File: config.mk
export PLATFORM = sky130hd
export DESIGN_NAME = mrg_top
export DESIGN_NICKNAME = d
export VERILOG_FILES = /design/src/rtl/mrg_pkg.sv /design/src/rtl/mrg_top.sv
export VERILOG_INCLUDE_DIRS = /design/src /design/src/rtl
export SDC_FILE = /design/constraint.sdc
export NUM_CORES = 1
export LEC_CHECK = 0
export CAP_MARGIN = 15
export CORE_MARGIN = 2
export CORE_UTILIZATION = 40
export DETAILED_ROUTE_END_ITERATION = 7
export DONT_BUFFER_PORTS = 1
export PLACE_DENSITY_LB_ADDON = 0.25
export SYNTH_ARGS = -nofsm -noshare
export SYNTH_HDL_FRONTEND = slang
export SYNTH_SLANG_ARGS = --single-unit
File: constraint.sdc
create_clock -name clk -period 2.1 [get_ports clk]
set_input_delay 0.21 -clock clk [delete_from_list [all_inputs] [get_ports clk]]
set_output_delay 0.21 -clock clk [all_outputs]
set_load 0.01 [all_outputs]
File: src/rtl/mrg_defs.svh
// Offsets, field positions, reset values and sequencer counts of the reset generator.
`ifndef MRG_DEFS_SVH
`define MRG_DEFS_SVH
`define MRG_OFS_SYSCTL 12'h000
`define MRG_OFS_WDTCTL 12'h004
`define MRG_OFS_STATUS 12'h008
`define MRG_BIT_HFEN 7
`define MRG_BIT_LFEN 6
`define MRG_BIT_CLKSEL 5
`define MRG_BIT_TRAPRST 1
`define MRG_BIT_TRAPRAM 0
`define MRG_BIT_PINLVL 8
`define MRG_BIT_INRST 9
`define MRG_RST_SYSCTL 3'h4
`define MRG_RST_WDTCTL 2'h2
`define MRG_VECTOR 16'hFFFE
`define MRG_CLK_PER_FC 1
`define MRG_DRIVE_FC 24
`define MRG_HOLD_FC 8
`define MRG_RELEASE_FC 16
`define MRG_EXT_MIN_FC 12
`define MRG_DRIVE_CYC (`MRG_DRIVE_FC * `MRG_CLK_PER_FC)
`define MRG_HOLD_CYC (`MRG_HOLD_FC * `MRG_CLK_PER_FC)
`define MRG_RELEASE_CYC (`MRG_RELEASE_FC * `MRG_CLK_PER_FC)
`endif

File: src/rtl/mrg_pkg.sv
// Types shared by the reset generator: sequencer states and register layouts.
package mrg_pkg;
   typedef enum logic [4:0] {
      ST_IDLE = 5'b0_0001,
      ST_DRIVE = 5'b0_0010,
      ST_HOLD = 5'b0_0100,
      ST_EXT = 5'b0_1000,
      ST_RELEASE = 5'b1_0000
   } mrg_state_t;
   typedef struct packed {
      logic hfOscEn;
      logic lfOscEn;
      logic mainClkSel;
   } mrg_sysctl_t;
   typedef struct packed {
      logic trapToReset;
      logic trapRamSel;
   } mrg_wdtctl_t;
   typedef struct packed {
      logic clockCheck;
      logic watchdog;
      logic addressTrap;
      logic externalPin;
   } mrg_cause_t;
   typedef struct packed {
      logic clearIntState;
      logic clearTimingGen;
      logic forceWatchdogOn;
   } mrg_init_t;
endpackage : mrg_pkg

File: src/rtl/mrg_top.sv
`timescale 1ns/10ps
// Reset generator: merges pin, address trap, watchdog and clock-check resets and sequences release.
`include "mrg_defs.svh"
// Behaviour
// [RULE_01] Four reset sources; trap, watchdog and clock check are malfunction resets.
// [RULE_02] A malfunction reset drives the pin low for at most 24 clocks.
// [RULE_03] Malfunction logic may give a 24-clock pin-low pulse at power-up.
// [RULE_04] The outside holds the pin low at least twelve clocks to reset.
// [RULE_05] Pin going high releases reset; execution starts from the vector at top two bytes.
// [RULE_06] Reset clears interrupt enables and latches and loads the reset vector.
// [RULE_07] Reset clears timing generator, enables watchdog, leaves CPU state and RAM alone.
// [RULE_08] Fetches from special function, data buffer or selected RAM regions raise a trap.
// [RULE_09] Software picks trap reset versus interrupt and whether RAM is covered.
// [RULE_10] Internal reset outlasts the pin pulse 4 to 12 clocks, then 16-clock release.
// [RULE_11] Clock reset when one write clears both oscillator enables.
// [RULE_12] Clock reset when high-frequency enable is cleared while it clocks the core.
// [RULE_13] Clock reset when low-frequency enable is cleared while it clocks the core.
// [RULE_14] A clock reset keeps both oscillators running.
// [RULE_15] All requests merge into one reset; the pin is only ever pulled low.
module mrg_top #(
   parameter logic [15:0] SFR_FIRST = 16'h0000,
   parameter logic [15:0] SFR_LAST = 16'h003F,
   parameter logic [15:0] RAM_FIRST = 16'h0040,
   parameter logic [15:0] RAM_LAST = 16'h023F,
   parameter logic [15:0] DBR_FIRST = 16'h0F80,
   parameter logic [15:0] DBR_LAST = 16'h0FFF
) (
   input wire logic clk,
   input wire logic rst,
   input wire logic psel,
   input wire logic penable,
   input wire logic pwrite,
   input wire logic [11:0] paddr,
   input wire logic [31:0] pwdata,
   output logic [31:0] prdata,
   output logic pready,
   output logic pslverr,
   input wire logic resetNIn,
   output logic resetNOut,
   output logic resetNOe,
   input wire logic fetchValid,
   input wire logic [15:0] fetchAddr,
   input wire logic watchdogReq,
   output logic cpuReset,
   output logic vectorLoad,
   output logic [15:0] vectorAddr,
   output mrg_pkg::mrg_init_t initCtl,
   output mrg_pkg::mrg_sysctl_t sysCtl,
   output logic trapIrq
);

   // Inclusive address window test, shared by all trap regions.
   function automatic logic inRange(input logic [15:0] a, input logic [15:0] lo, input logic [15:0] hi);
      inRange = (a >= lo) && (a <= hi);
   endfunction : inRange

   // Register select: 0 none, 1 clock control, 2 trap control, 3 status.
   function automatic logic [1:0] regSel(input logic [11:0] a);
      unique case (a)
         `MRG_OFS_SYSCTL: regSel = 2'h1;
         `MRG_OFS_WDTCTL: regSel = 2'h2;
         `MRG_OFS_STATUS: regSel = 2'h3;
         default: regSel = 2'h0;
      endcase
   endfunction : regSel

   mrg_pkg::mrg_state_t state_q, state_d;
   logic [4:0] cnt_q, cnt_d;
   logic pinMeta_q, pinSync_q;
   logic cpuReset_q, resetNOe_q, resetNOut_q, vectorLoad_q, trapIrq_q, trapIrq_d;
   logic [15:0] vectorAddr_q;
   mrg_pkg::mrg_init_t initCtl_q;
   mrg_pkg::mrg_sysctl_t sysCtl_q, sysCtl_d, sysWr;
   mrg_pkg::mrg_wdtctl_t wdtCtl_q, wdtCtl_d;
   mrg_pkg::mrg_cause_t cause_q, cause_d, causeSet, causeClr;
   logic [31:0] prdata_q, prdata_d;
   logic pready_q, pslverr_q;
   logic wrEn, trapHit, trapReset, clkFault, malfReq, inReset_d;

   // Two-stage synchroniser for the reset pin; only the second stage is read.
   always_ff @(posedge clk or posedge rst) begin
      if (rst) begin
         pinMeta_q <= 1'b1;
         pinSync_q <= 1'b1;
      end else begin
         pinMeta_q <= resetNIn;
         pinSync_q <= pinMeta_q;
      end
   end

   // Request decoding: a write takes effect in the access cycle only.
   always_comb begin
      wrEn = psel && penable && pready_q && pwrite && (regSel(paddr) == 2'h1 || regSel(paddr) == 2'h2);
      sysWr = mrg_pkg::mrg_sysctl_t'({pwdata[`MRG_BIT_HFEN], pwdata[`MRG_BIT_LFEN], pwdata[`MRG_BIT_CLKSEL]});
      // Fetches during reset are meaningless, so they cannot trap.
      trapHit = fetchValid && !cpuReset_q &&
         (inRange(fetchAddr, SFR_FIRST, SFR_LAST) || inRange(fetchAddr, DBR_FIRST, DBR_LAST) || // RULE_08
          (wdtCtl_q.trapRamSel && inRange(fetchAddr, RAM_FIRST, RAM_LAST)));
      trapReset = trapHit && wdtCtl_q.trapToReset; // RULE_09
      clkFault = wrEn && regSel(paddr) == 2'h1 &&
         ((!sysWr.hfOscEn && !sysWr.lfOscEn) || // RULE_11
          (!sysWr.hfOscEn && !sysCtl_q.mainClkSel) || // RULE_12
          (!sysWr.lfOscEn && sysCtl_q.mainClkSel)); // RULE_13
      malfReq = trapReset || watchdogReq || clkFault; // RULE_01
   end

   // Sequencer: drive the pin, hold the core, then release through the vector fetch.
   always_comb begin
      state_d = state_q;
      cnt_d = cnt_q;
      unique case (state_q)
         mrg_pkg::ST_IDLE: begin
            if (malfReq) begin
               state_d = mrg_pkg::ST_DRIVE; // RULE_02
               cnt_d = 5'h00;
            end else if (!pinSync_q) begin
               state_d = mrg_pkg::ST_EXT; // RULE_04
            end
         end
         mrg_pkg::ST_DRIVE: begin
            if (cnt_q == 5'(`MRG_DRIVE_CYC - 1)) begin
               state_d = mrg_pkg::ST_HOLD;
               cnt_d = 5'h00;
            end else begin
               cnt_d = cnt_q + 5'h01;
            end
         end
         mrg_pkg::ST_HOLD: begin
            // The hold also covers the pin's rise time and synchroniser delay.
            if (cnt_q == 5'(`MRG_HOLD_CYC - 1)) begin
               state_d = pinSync_q ? mrg_pkg::ST_RELEASE : mrg_pkg::ST_EXT; // RULE_10
               cnt_d = 5'h00;
            end else begin
               cnt_d = cnt_q + 5'h01;
            end
         end
         mrg_pkg::ST_EXT: begin
            if (pinSync_q) begin
               state_d = mrg_pkg::ST_RELEASE; // RULE_05
               cnt_d = 5'h00;
            end
         end
         mrg_pkg::ST_RELEASE: begin
            if (malfReq) begin
               state_d = mrg_pkg::ST_DRIVE;
               cnt_d = 5'h00;
            end else if (!pinSync_q) begin
               state_d = mrg_pkg::ST_EXT;
            end else if (cnt_q == 5'(`MRG_RELEASE_CYC - 1)) begin
               state_d = mrg_pkg::ST_IDLE; // RULE_10
               cnt_d = 5'h00;
            end else begin
               cnt_d = cnt_q + 5'h01;
            end
         end
      endcase
      inReset_d = state_d inside {mrg_pkg::ST_DRIVE, mrg_pkg::ST_HOLD, mrg_pkg::ST_EXT}; // RULE_15
   end

   // Sequencer registers. Reset lands in the drive state, so power-up gives one full pin pulse.
   always_ff @(posedge clk or posedge rst) begin
      if (rst) begin
         state_q <= mrg_pkg::ST_DRIVE; // RULE_03
         cnt_q <= 5'h00;
         cpuReset_q <= 1'b1;
         resetNOe_q <= 1'b1;
         resetNOut_q <= 1'b0;
         vectorLoad_q <= 1'b0;
         vectorAddr_q <= `MRG_VECTOR;
         initCtl_q <= 3'h7;
      end else begin
         state_q <= state_d;
         cnt_q <= cnt_d;
         cpuReset_q <= inReset_d;
         resetNOe_q <= (state_d == mrg_pkg::ST_DRIVE); // RULE_02
         resetNOut_q <= 1'b0; // RULE_15
         vectorLoad_q <= (state_d == mrg_pkg::ST_RELEASE) && (state_q != mrg_pkg::ST_RELEASE); // RULE_05
         vectorAddr_q <= `MRG_VECTOR; // RULE_06
         // Only these blocks are cleared; stack, registers, flags and RAM keep their contents.
         initCtl_q <= {3{inReset_d}}; // RULE_06 RULE_07
      end
   end

   // Register next values: writes, hardware reinitialisation and sticky causes.
   always_comb begin
      sysCtl_d = sysCtl_q;
      wdtCtl_d = wdtCtl_q;
      // A faulting write is dropped whole, so the oscillators keep running.
      if (wrEn && regSel(paddr) == 2'h1 && !clkFault) begin
         sysCtl_d = sysWr; // RULE_14
      end
      if (wrEn && regSel(paddr) == 2'h2) begin
         wdtCtl_d = mrg_pkg::mrg_wdtctl_t'({pwdata[`MRG_BIT_TRAPRST], pwdata[`MRG_BIT_TRAPRAM]});
      end
      // Internal reset returns to the fast clock and trap-to-reset.
      if (cpuReset_q) begin
         sysCtl_d.hfOscEn = 1'b1;
         sysCtl_d.mainClkSel = 1'b0;
         wdtCtl_d = `MRG_RST_WDTCTL;
      end
      causeSet = mrg_pkg::mrg_cause_t'({clkFault, watchdogReq, trapReset, state_q == mrg_pkg::ST_IDLE && !pinSync_q});
      causeClr = 4'h0;
      if (psel && penable && pready_q && pwrite && regSel(paddr) == 2'h3) begin
         causeClr = pwdata[3:0];
      end
      // Set wins over a clear in the same cycle.
      cause_d = (cause_q & ~causeClr) | causeSet;
      trapIrq_d = trapHit && !wdtCtl_q.trapToReset; // RULE_09
      unique case (regSel(paddr))
         2'h1: prdata_d = {24'h00_0000, sysCtl_q, 5'h00};
         2'h2: prdata_d = {30'h0000_0000, wdtCtl_q};
         2'h3: prdata_d = {22'h00_0000, cpuReset_q, pinSync_q, 4'h0, cause_q};
         default: prdata_d = 32'h0000_0000;
      endcase
   end

   // Bus slave registers: read data and ready are set up in the setup cycle, one wait-free access.
   always_ff @(posedge clk or posedge rst) begin
      if (rst) begin
         sysCtl_q <= `MRG_RST_SYSCTL;
         wdtCtl_q <= `MRG_RST_WDTCTL;
         cause_q <= 4'h0;
         trapIrq_q <= 1'b0;
         prdata_q <= 32'h0000_0000;
         pready_q <= 1'b0;
         pslverr_q <= 1'b0;
      end else begin
         sysCtl_q <= sysCtl_d;
         wdtCtl_q <= wdtCtl_d;
         cause_q <= cause_d;
         trapIrq_q <= trapIrq_d;
         prdata_q <= (psel && !penable && !pwrite) ? prdata_d : 32'h0000_0000;
         pready_q <= psel && !penable;
         pslverr_q <= psel && !penable && regSel(paddr) == 2'h0;
      end
   end

   assign prdata = prdata_q;
   assign pready = pready_q;
   assign pslverr = pslverr_q;
   assign resetNOut = resetNOut_q;
   assign resetNOe = resetNOe_q;
   assign cpuReset = cpuReset_q;
   assign vectorLoad = vectorLoad_q;
   assign vectorAddr = vectorAddr_q;
   assign initCtl = initCtl_q;
   assign sysCtl = sysCtl_q;
   assign trapIrq = trapIrq_q;

   // Helper: length of the current pin-drive run.
   // It does not saturate; a run past 63 cycles would wrap, but chk_drive_bound fires long before.
   logic [5:0] oeRun_q;
   always_ff @(posedge clk or posedge rst) begin
      if (rst) begin
         oeRun_q <= 6'h00;
      end else begin
         oeRun_q <= resetNOe_q ? 6'(oeRun_q + 6'h01) : 6'h00;
      end
   end
endmodule : mrg_top

==> results of run 1 <==
## layer usage
| layer | global-route usage, % | wire [um] | vias to the layer above |
|---|---|---|---|
| met5 | 0 | 0 | - |
| met2 | 24.9 | 2280 | 68 |
| li1 | - | - | 786 |
| met4 | 4.75 | 30 | 0 |
| met1 | 20.6 | 2150 | 777 |
| met3 | 3.60 | 322 | 2 |
## synth_stat cells, types with 3 or more instances
master / instances / area, sq um
dfstp_2: 7 / 184
nand3b_1: 4 / 30.0
nand3_1: 5 / 25.0
inv_1: 13 / 48.8
o21ai_0: 4 / 20.0
buf_4: 43 / 323
ha_1: 8 / 100
a31oi_1: 3 / 18.8
mux2i_1: 3 / 30.0
nand2b_1: 6 / 37.5
nor3_1: 5 / 25.0
nor2_1: 18 / 67.6
nor4_1: 3 / 18.8
and2_1: 9 / 56.3
dfrtp_1: 29 / 726
nand2_1: 15 / 56.3
## power breakdown
group	total (mW)	internal, mW	switching [mW]
combinational	0.630	0.277	0.353
sequential	0.881	0.784	0.0977
clock	0.502	0.235	0.267
## cells in the final DEF, fill, tap and decap left out, drive strengths merged, types with 3 or more instances in the layout
master / synthesis / layout
nand3b: 4 / 4
a31oi: 6 / 6
nor2: 19 / 19
nand2b: 6 / 6
clkbuf: 1 / 5
dlygate4sd3: 0 / 3
a21o: 3 / 3
buf: 44 / 15
and3: 3 / 3
nand2: 15 / 15
mux2i: 3 / 3
o21ai: 4 / 4
inv: 13 / 13
dfrtp: 29 / 29
nand3: 5 / 5
nor4: 4 / 4
ha: 8 / 8
nor3: 5 / 5
and2: 9 / 9
dfstp: 7 / 7
conb: 2 / 40
## state kept, by name (all words and copies together) (netlist names)
register	count
sysCtl	3
pready	1
wdtCtl_q	2
initCtl	1
pinMeta_q	1
cause_q	4
vectorLoad	1
resetNOe	1
pslverr	1
cnt_q	5
state_q	5
trapIrq	1
pinSync_q	1
prdata	9
## through the flow
stage	util, %	setup WS, ns	area [sq um]
2_1_floorplan	-	0.00160	2490
3_3_place_gp	42.0	-0.0551	2340
3_5_place_dp	42.0	-0.114	2340
4_1_cts	44.2	0.0152	2460
5_1_grt	45.7	-0.00684	2540
6_report	45.7	0.118	2540
## cells by family after synthesis
kind of cell,after synthesis,synth area share [%]
xor+xnor,2,1.07
mux,5,2.24
buf+inv,58,16.5
other cells,2,0.320
flops,36,38.7
compound gates,41,16.2
simple gates,85,20.7
fa+ha+maj,8,4.26
## final cells by class
type	count	area [sq um]
Tap cell	72	90.1
Inverter	13	48.8
Clock buffer	5	68.8
Timing Repair Buffer	18	143
Fill cell	535	3030
Multi-Input combinational cell	181	1260
Clock inverter	3	23.8
Sequential cell	36	911
## worst min path at each step
| stage | from | end | slack [ns] | cells past startpoint |
|---|---|---|---|---|
| floorplan | resetNIn | pinMeta_q | 0.21 | 0 |
| global placement | resetNIn | pinMeta_q | 0.21 | 0 |
| detailed placement | resetNIn | pinMeta_q | 0.21 | 0 |
| CTS | pwdata[1] | wdtCtl_q[1] | 0.05 | 1 |
| global route | pwdata[1] | wdtCtl_q[1] | 0.05 | 1 |
| finish | pwdata[1] | wdtCtl_q[1] | 0.05 | 1 |
## what timing repair did
item | CTS | global route
setup endpoints to repair | 0 | 5
buffers inserted | 0 | 2
endpoints found under the hold margin | 31 | 0
hold buffers | 3 | 0
gates resized for setup | 0 | 13
==> insert_results.sql, run 1 <==
INSERT INTO impl_metrics (metric_group, metric, value, unit) VALUES
('place', 'hpwlAfterDp', '3590', 'um'),
('die', 'die_footprint', '0.00650', 'sq mm'),
('pwr', 'power.density_cell_area', '791', 'mW/mm^2'),
('timing', 'setup_violations', '0', ''),
('clock_tree', 'cts.sink_count', '36', ''),
('setup_path', 'crit_path_max_fanout', '6', ''),
('synth', 'yosys_register_bits', '36', ''),
('synth', 'yosysWarningCount', '0', ''),
('setup_path', 'critPathLaunchType', 'register', ''),
('setup_path', 'crit_path_class', 'reg2reg', ''),
('setup_path', 'critical-path-slowest-cell', 'dfstp_2', ''),
('synth', 'number_of_enable_flip_flop_cells_after_synthesis', '0', ''),
('setup_path', 'worstSetupEndpoint', 'initCtl[0]', ''),
('global_route', 'number_of_global_route_vias_before_repair', '1608', ''),
('setup_path', 'cpLargestDelayFamily', 'compound AO/OA/AOI/OAI gates', ''),
('clock_tree', 'cts-root-to-sink-buffers', '2', ''),
('place', 'io_buffer_count', '0', ''),
('synth', 'mappedNetlistArea', '0.00235', 'sq mm'),
('route', 'route.final.wire_length', '4780', 'um'),
('setup_path', 'critPathBufInv', '0', ''),
('setup_path', 'regToRegStartpoint', 'state_q[1]', ''),
('die', 'start_util', '42.2', '%'),
('route', 'wire_length_per_cell_after_detailed_routing', '14.6', 'um'),
('outcome', 'outcome', 'completed', ''),
('setup_path', 'worstSetupPathDepth', '6', ''),
('setup_path', 'r2r_cells', '6', ''),
('synth', 'seq_area_frac_synth', '38.7', '%'),
('die', 'die_height', '80.6', 'um'),
('clock_tree', 'path_clk_slew', '0.07', 'ns'),
('route', 'vias', '1633', ''),
('job', 'drv_cap', '0', ''),
('clock_tree', 'cts_inserted_buffers', '5', ''),
('die', 'top_level_ports', '129', ''),
('setup_path', 'crit_path_cell_trace', 'xor2_4 -> o211ai_4 -> and3_4 -> a31oi_4 -> o22ai_1 -> a2111oi_2', ''),
('synth', 'post_synthesis_cells', '237', ''),
('layout', 'design.final.nets', '331', ''),
('synth', 'syn_area_per_cell', '9.91', 'sq um'),
('setup_path', 'worst_ep_arrival_time', '2.16', 'ns'),
('route', 'drt-vias-per-instance', '4.98', ''),
('timing', 'hold_violation_count_in_the_final_report', '0', ''),
('layout', 'n_antenna_cell', '0', ''),
('timing', 'timing.hold.ws', '0.0529', 'ns'),
('setup_path', 'worstPathRequired', '2.28', 'ns'),
('global_route', 'grt_start_max_net_pins', '37', ''),
('min_path', 'timing.hold.worst.class', 'in2reg', ''),
('die', 'dieWidth', '80.6', 'um'),
('setup_path', 'worstReg2RegEnd', 'initCtl[0]', ''),
('place', 'finalWeightedCongestion', '0.754', ''),
('route', 'drt_iter0_drc', '82', ''),
('timing', 'timing.final.max_slew_violations', '0', ''),
('timing', 'clock.fmax', '0.504', 'GHz'),
('setup_path', 'r2r_setup_slack', '0.12', 'ns'),
('layout', 'final-instance-count-excl-fill', '328', ''),
('route', 'drt_pass1_iterations', '4', ''),
('route', 'route.antenna.remaining_nets', '0', ''),
('global_route', 'wire_length_of_the_first_global_routing_pass', '7730', 'um'),
('global_route', 'groute.usage.overall', '15.5', '%'),
('layout', 'layout-area-overhead-vs-synth', '8.31', '%'),
('clock_tree', 'h-tree-depth', '2', ''),
('layout', 'share_of_layout_cells_above_drive_strength_1', '22.7', '%'),
('die', 'rows', '27', ''),
('clock_tree', 'insertion_delay', '0.29', 'ns'),
('pwr', 'leakagePower', '1.15', 'nW'),
('setup_path', 'critical_path.startpoint', 'state_q[1]', ''),
('pwr', 'totalPowerFinal', '2.01', 'mW'),
('timing', 'clock_skew', '0.0140', 'ns'),
('synth', 'async_flop_share', '100', '%'),
('route', 'drt_drc_violations_left', '0', ''),
('synth', 'postSynth.topFlopCell', 'dfrtp_1', ''),
('setup_path', 'critical_path.endpoint_type', 'register', ''),
('global_route', 'grt.overflow.total', '0', ''),
('timing', 'finalCriticalPeriod', '1.98', 'ns'),
('setup_path', 'timing.critical_path.slowest_cell_delay', '0.64', 'ns'),
('synth', 'synth_cell_type_count', '65', ''),
('place', 'place_inst', '315', ''),
('pwr', 'ir_worst_vdd', '478', 'uV'),
('clock_tree', 'clock_root_cell', 'clkbuf_8', ''),
('timing', 'timing.final.crit_share', '94.4', '%'),
('clock_tree', 'cts_tree', 'done', ''),
('die', 'coreArea', '0.00557', 'sq mm'),
('timing', 'setup_tns', '0', 'ns'),
('global_route', 'antenna_violations_before_repair', '0', '');
(Power assumes the default switching activity.)
==> inputs of run 2 (changes only) <==
--- a/config.mk
+++ b/config.mk
@@ -7,6 +7,7 @@
 export NUM_CORES = 1
 export LEC_CHECK = 0
 export CAP_MARGIN = 15
+export CORE_ASPECT_RATIO = 1.75
 export CORE_MARGIN = 2
 export CORE_UTILIZATION = 40
 export DETAILED_ROUTE_END_ITERATION = 7
==> constraint.sdc (replaced) <==
create_clock -name clk -period 2.1 [get_ports clk]
set_input_delay 0.42 -clock clk [delete_from_list [all_inputs] [get_ports clk]]
set_output_delay 0.42 -clock clk [all_outputs]
set_load 0.01 [all_outputs]
==> run 2 against run 1 <==
  * Global-route usage rose by 1.0 points
  * Setup slack got worse by 0.060 ns
  * Cell count is 5.8% higher
  * First-iteration DRC count is 33% lower
  * Routed wire length increased by 4.5%
  * Core utilization is 0.74 points higher
  * Critical path depth is 1 lower
  * Register-to-register slack got worse by 0.06 ns
  * Total power is 5.0% higher
  * Largest cell class unchanged
==> insert_results.sql, run 2 (synthesis results as in run 1) <==
INSERT INTO impl_metrics (metric_group, metric, value, unit) VALUES
('setup_path', 'critical_path.endpoint_type', 'register', ''),
('timing', 'clock.fmax', '0.490', 'GHz'),
('setup_path', 'regToRegStartpoint', 'state_q[2]', ''),
('place', 'finalWeightedCongestion', '0.879', ''),
('layout', 'share_of_layout_cells_above_drive_strength_1', '26.0', '%'),
('clock_tree', 'cts-root-to-sink-buffers', '2', ''),
('timing', 'hold_violation_count_in_the_final_report', '0', ''),
('die', 'dieWidth', '61.9', 'um'),
('global_route', 'grt_start_max_net_pins', '29', ''),
('clock_tree', 'cts_inserted_buffers', '5', ''),
('die', 'die_footprint', '0.00653', 'sq mm'),
('timing', 'finalCriticalPeriod', '2.04', 'ns'),
('clock_tree', 'cts.sink_count', '36', ''),
('layout', 'layout.cells.most_common', 'conb_1', ''),
('clock_tree', 'h-tree-depth', '2', ''),
('die', 'coreArea', '0.00579', 'sq mm'),
('timing', 'clock_skew', '0.00882', 'ns'),
('clock_tree', 'insertion_delay', '0.30', 'ns'),
('timing', 'setup_tns', '0', 'ns'),
('route', 'drt_iter0_drc', '55', ''),
('setup_path', 'r2r_cells', '5', ''),
('min_path', 'timing.hold.worst_path_depth', '0', ''),
('timing', 'timing.final.crit_share', '97.3', '%'),
('layout', 'finalCoreUtilization', '46.4', '%'),
('layout', 'n_antenna_cell', '0', ''),
('pwr', 'power.density_cell_area', '788', 'mW/mm^2'),
('clock_tree', 'cts_tree', 'done', ''),
('min_path', 'min_from', 'resetNIn', ''),
('route', 'drt-vias-per-instance', '5.06', ''),
('global_route', 'grt.overflow.total', '0', ''),
('clock_tree', 'clock_root_cell', 'clkbuf_8', ''),
('setup_path', 'worst_ep_arrival_time', '2.29', 'ns'),
('outcome', 'outcome', 'completed', ''),
('die', 'start_util', '40.6', '%'),
('route', 'drt_pass1_iterations', '4', ''),
('setup_path', 'crit_path_max_fanout', '4', ''),
('layout', 'mostFrequentLayoutCells', 'conb_1 (40), dfrtp_1 (29), buf_4 (29), nor2_1 (18), nand2_1 (15)', ''),
('setup_path', 'r2r_setup_slack', '0.06', 'ns'),
('die', 'rows', '37', ''),
('global_route', 'antenna_violations_before_repair', '0', ''),
('layout', 'design.final.nets', '344', ''),
('die', 'top_level_ports', '129', ''),
('min_path', 'timing.hold.worst.class', 'in2reg', ''),
('layout', 'layout-area-overhead-vs-synth', '14.3', '%'),
('setup_path', 'critical_path.startpoint', 'state_q[2]', ''),
('route', 'wire_length_per_cell_after_detailed_routing', '14.4', 'um'),
('setup_path', 'critPathLaunchType', 'register', ''),
('global_route', 'number_of_global_route_vias_before_repair', '1742', ''),
('timing', 'setup_violations', '0', ''),
('global_route', 'groute.usage.overall', '16.5', '%'),
('place', 'io_buffer_count', '0', ''),
('die', 'die_height', '105', 'um'),
('route', 'drt_drc_violations_left', '0', ''),
('setup_path', 'worstPathRequired', '2.34', 'ns'),
('global_route', 'wire_length_of_the_first_global_routing_pass', '7940', 'um'),
('route', 'route.antenna.remaining_nets', '0', ''),
('timing', 'timing.final.max_slew_violations', '0', ''),
('place', 'hpwlAfterDp', '4060', 'um'),
('route', 'route.final.wire_length', '4990', 'um'),
('min_path', 'worstHoldEndpoint', 'pinMeta_q', ''),
('route', 'vias', '1755', ''),
('setup_path', 'worstReg2RegEnd', 'cnt_q[0]', ''),
('setup_path', 'crit_path_class', 'reg2reg', ''),
('job', 'drv_cap', '0', ''),
('layout', 'largest_register_ffs', '9', ''),
('pwr', 'ir_worst_vdd', '399', 'uV'),
('pwr', 'leakagePower', '1.24', 'nW'),
('clock_tree', 'path_clk_slew', '0.08', 'ns');
run 2: area by class of cell:
type / count / area, sq um
flip-flops and latches: 36 / 910
inverters: 13 / 48.8
well taps: 78 / 97.6
repair buffers: 31 / 248
clock buffers: 6 / 82.6
clock inverters: 2 / 13.8
multi-input cells: 181 / 1280
fillers: 549 / 3100
run 2: per-stage QoR:
step           cells  total power [mW]  hold WS, ns  instance area (sq um)  setup WS [ns]
2_1_floorplan    275              1.40        0.345                   2540        -0.0370
4_1_cts          343              2.06        0.106                   2620         0.0250
6_report         347              2.12        0.118                   2690         0.0573
3_3_place_gp     334              1.50        0.312                   2510         -0.130
3_5_place_dp     334              1.51        0.321                   2510         -0.190
5_1_grt          347              2.25        0.103                   2690        -0.0114
run 2: timing repair:
item / CTS / global route
resized for setup: 0 / 6
hold buffers: 1 / 0
setup buffers: 0 / 4
setup endpoints to repair: 0 / 1
endpoints found under the hold margin: 1 / 0
run 2: where the power goes:
group | switching, mW | internal (mW) | leakage [nW] | total (mW)
Sequential | 0.0742 | 0.783 | 0.467 | 0.857
Clock | 0.270 | 0.268 | 0.0516 | 0.538
Combinational | 0.385 | 0.335 | 0.722 | 0.720
run 2: critical path, cell delays in order (launching register included):
cell and delay, ns:
dfrtp_1 0.46, or2_2 0.35, or3_4 0.39, o41a_1 0.46
nor2_2 0.17, mux2_2 0.16
run 2: how the worst max path moves through the flow:
stage / to / slack, ns / cells past startpoint
after floorplan: cnt_q[3] / -0.04 / 7
after global placement: initCtl[0] / -0.13 / 8
after detailed placement: initCtl[0] / -0.19 / 8
after CTS: initCtl[0] / 0.03 / 6
after global routing: initCtl[0] / -0.01 / 7
final: cnt_q[0] / 0.06 / 5
run 2: metal layers:
metal	share of wire (%)	track usage (%)	up-vias
met3	5.3	3.07	11
li1	-	-	819
met4	3.3	9.88	0
met2	58	30.5	72
met1	33	15.3	853
met5	0	0	-
==> inputs of run 3 (changes only) <==
--- a/config.mk
+++ b/config.mk
@@ -10,6 +10,7 @@
 export CORE_ASPECT_RATIO = 1.75
 export CORE_MARGIN = 2
 export CORE_UTILIZATION = 40
+export CTS_BUF_LIST = sky130_fd_sc_hd__clkbuf_4
 export DETAILED_ROUTE_END_ITERATION = 7
 export DONT_BUFFER_PORTS = 1
 export PLACE_DENSITY_LB_ADDON = 0.25
==> run 3 against run 2 <==
  * Combinational power is essentially flat
  * Core utilization shrank 0.80 points
  * Count of clock-buffer cells in the layout shrank 1
  * Routed wire length shrank 1.5%
  * Register-to-register slack is essentially flat
  * Sequential power is essentially flat
  * Die area is the same
  * First-iteration DRC count shrank 9.1%
  * Flip-flop and latch count is the same
  * Critical path type unchanged
  * Critical endpoint unchanged
==> insert_results.sql, run 3 (synthesis results as in run 1) <==
INSERT INTO impl_metrics (metric_group, metric, value, unit) VALUES
('outcome', 'outcome', 'completed', ''),
('setup_path', 'critPathLaunchType', 'register', ''),
('global_route', 'grt_start_max_net_pins', '29', ''),
('layout', 'share_of_layout_cells_above_drive_strength_1', '25.7', '%'),
('global_route', 'grt.overflow.total', '0', ''),
('route', 'drt_drc_violations_left', '0', ''),
('route', 'vias', '1737', ''),
('route', 'route.antenna.remaining_nets', '0', ''),
('pwr', 'power.density_cell_area', '741', 'mW/mm^2'),
('route', 'wire_length_per_cell_after_detailed_routing', '14.2', 'um'),
('layout', 'layout.cells.most_common', 'conb_1', ''),
('timing', 'timing.final.crit_share', '97.1', '%'),
('place', 'io_buffer_count', '0', ''),
('die', 'rows', '37', ''),
('pwr', 'ir_worst_vdd', '269', 'uV'),
('min_path', 'timing.hold.worst.class', 'in2reg', ''),
('pwr', 'leakagePower', '1.22', 'nW'),
('timing', 'slack_of_the_critical_path', '0.0599', 'ns'),
('clock_tree', 'clock_root_cell', 'clkbuf_4', ''),
('layout', 'finalCoreUtilization', '45.6', '%'),
('job', 'drv_cap', '0', ''),
('global_route', 'gr-usage-met3', '3.07', '%'),
('die', 'start_util', '40.6', '%'),
('global_route', 'groute.usage.overall', '16.1', '%'),
('clock_tree', 'h-tree-depth', '2', ''),
('layout', 'layout-area-overhead-vs-synth', '12.3', '%'),
('route', 'drt_pass1_iterations', '4', ''),
('clock_tree', 'cts_inserted_buffers', '5', ''),
('place', 'finalWeightedCongestion', '0.879', ''),
('layout', 'largest_register_ffs', '9', ''),
('die', 'coreArea', '0.00579', 'sq mm'),
('global_route', 'met2_usage', '30.7', '%'),
('die', 'die_height', '105', 'um'),
('timing', 'timing.final.max_slew_violations', '0', ''),
('clock_tree', 'cts.sink_count', '36', ''),
('route', 'route.final.wire_length', '4920', 'um'),
('global_route', 'number_of_global_route_vias_before_repair', '1738', ''),
('global_route', 'antenna_violations_before_repair', '0', ''),
('layout', 'design.final.nets', '343', ''),
('setup_path', 'worstPathRequired', '2.40', 'ns'),
('timing', 'finalCriticalPeriod', '2.04', 'ns'),
('global_route', 'grt_most_used_layer', 'met2', ''),
('setup_path', 'crit_path_max_fanout', '4', ''),
('die', 'die_footprint', '0.00653', 'sq mm'),
('layout', 'final-instance-count-excl-fill', '346', ''),
('setup_path', 'critical_path.endpoint_type', 'register', ''),
('layout', 'n_antenna_cell', '0', ''),
('clock_tree', 'insertion_delay', '0.35', 'ns'),
('timing', 'setup_tns', '0', 'ns'),
('global_route', 'wire_length_of_the_first_global_routing_pass', '7920', 'um'),
('timing', 'setup_violations', '0', ''),
('clock_tree', 'cts-root-to-sink-buffers', '2', ''),
('setup_path', 'crit_path_class', 'reg2reg', ''),
('timing', 'hold_violation_count_in_the_final_report', '0', ''),
('clock_tree', 'path_clk_slew', '0.12', 'ns'),
('timing', 'clock_skew', '0.0113', 'ns'),
('die', 'dieWidth', '61.9', 'um'),
('setup_path', 'worst_ep_arrival_time', '2.34', 'ns'),
('route', 'drt_iter0_drc', '50', ''),
('route', 'drt-vias-per-instance', '5.02', ''),
('place', 'dp_worst_setup_slack', '-0.190', 'ns'),
('clock_tree', 'cts_tree', 'done', ''),
('global_route', 'global_route.usage.met1', '15.3', '%'),
('place', 'hpwlAfterDp', '4060', 'um'),
('layout', 'mostFrequentLayoutCells', 'conb_1 (40), dfrtp_1 (29), buf_4 (28), nor2_1 (17), nand2_1 (15)', ''),
('timing', 'clock.fmax', '0.490', 'GHz'),
('place', 'place_inst', '334', ''),
('die', 'top_level_ports', '129', '');
-- run 3: cell count changes in the layout (fill, tap and decap cells not counted), sizes merged --
cell	delta
buf	-1
clkinv	+1
clkbuf	-1
-- run 3: worst max-delay path, stage by stage, from the launching register on --
cell     delay, ns
dfrtp_1       0.47
or2_2         0.34
or3_4         0.39
o41a_1        0.46
nor2_2        0.17
mux2_2        0.16
-- run 3: routing by layer --
layer / vias up / routed length (um)
met4: 0 / 121
met1: 841 / 1620
met5: - / 0
met2: 68 / 2920
li1: 820 / -
met3: 8 / 260
-- run 3: final cells by class --
type,instances,area [sq um]
clock inverters,3,17.5
flip-flops and latches,36,910
repair buffers,30,240
clock buffers,5,37.5
fillers,555,3150
well taps,78,97.6
inverters,13,48.8
multi-input cells,181,1290
-- run 3: repair_timing --
item	CTS	global route
setup buffers	0	3
endpoints found under the setup margin	0	1
gates resized for setup	0	7
endpoints found under the hold margin	7	0
hold buffers	1	0
-- run 3: power breakdown --
| part | switching (mW) | internal, mW |
|---|---|---|
| registers | 0.0737 | 0.783 |
| clock network | 0.251 | 0.129 |
| logic | 0.386 | 0.334 |
| total | 0.711 | 1.25 |
-- run 3: stage by stage --
stage | power (mW) | area [sq um] | hold WS (ns)
3_5_place_dp | 1.51 | 2510 | 0.321
6_report | 1.96 | 2640 | 0.0558
3_3_place_gp | 1.50 | 2510 | 0.312
5_1_grt | 2.09 | 2640 | 0.0371
2_1_floorplan | 1.40 | 2540 | 0.345
4_1_cts | 1.90 | 2570 | 0.0431
-- run 3: final timing paths --
check	from	endpoint	slack, ns	cells past startpoint
max in group asynchronous	rst	state_q[1]	1.06	3
min reg2reg	pinMeta_q	pinSync_q	0.36	0
min	resetNIn	pinMeta_q	0.06	0
max	state_q[2]	cnt_q[0]	0.06	5
min in group asynchronous	rst	vectorLoad	0.47	2
max reg2reg	state_q[2]	cnt_q[0]	0.06	5
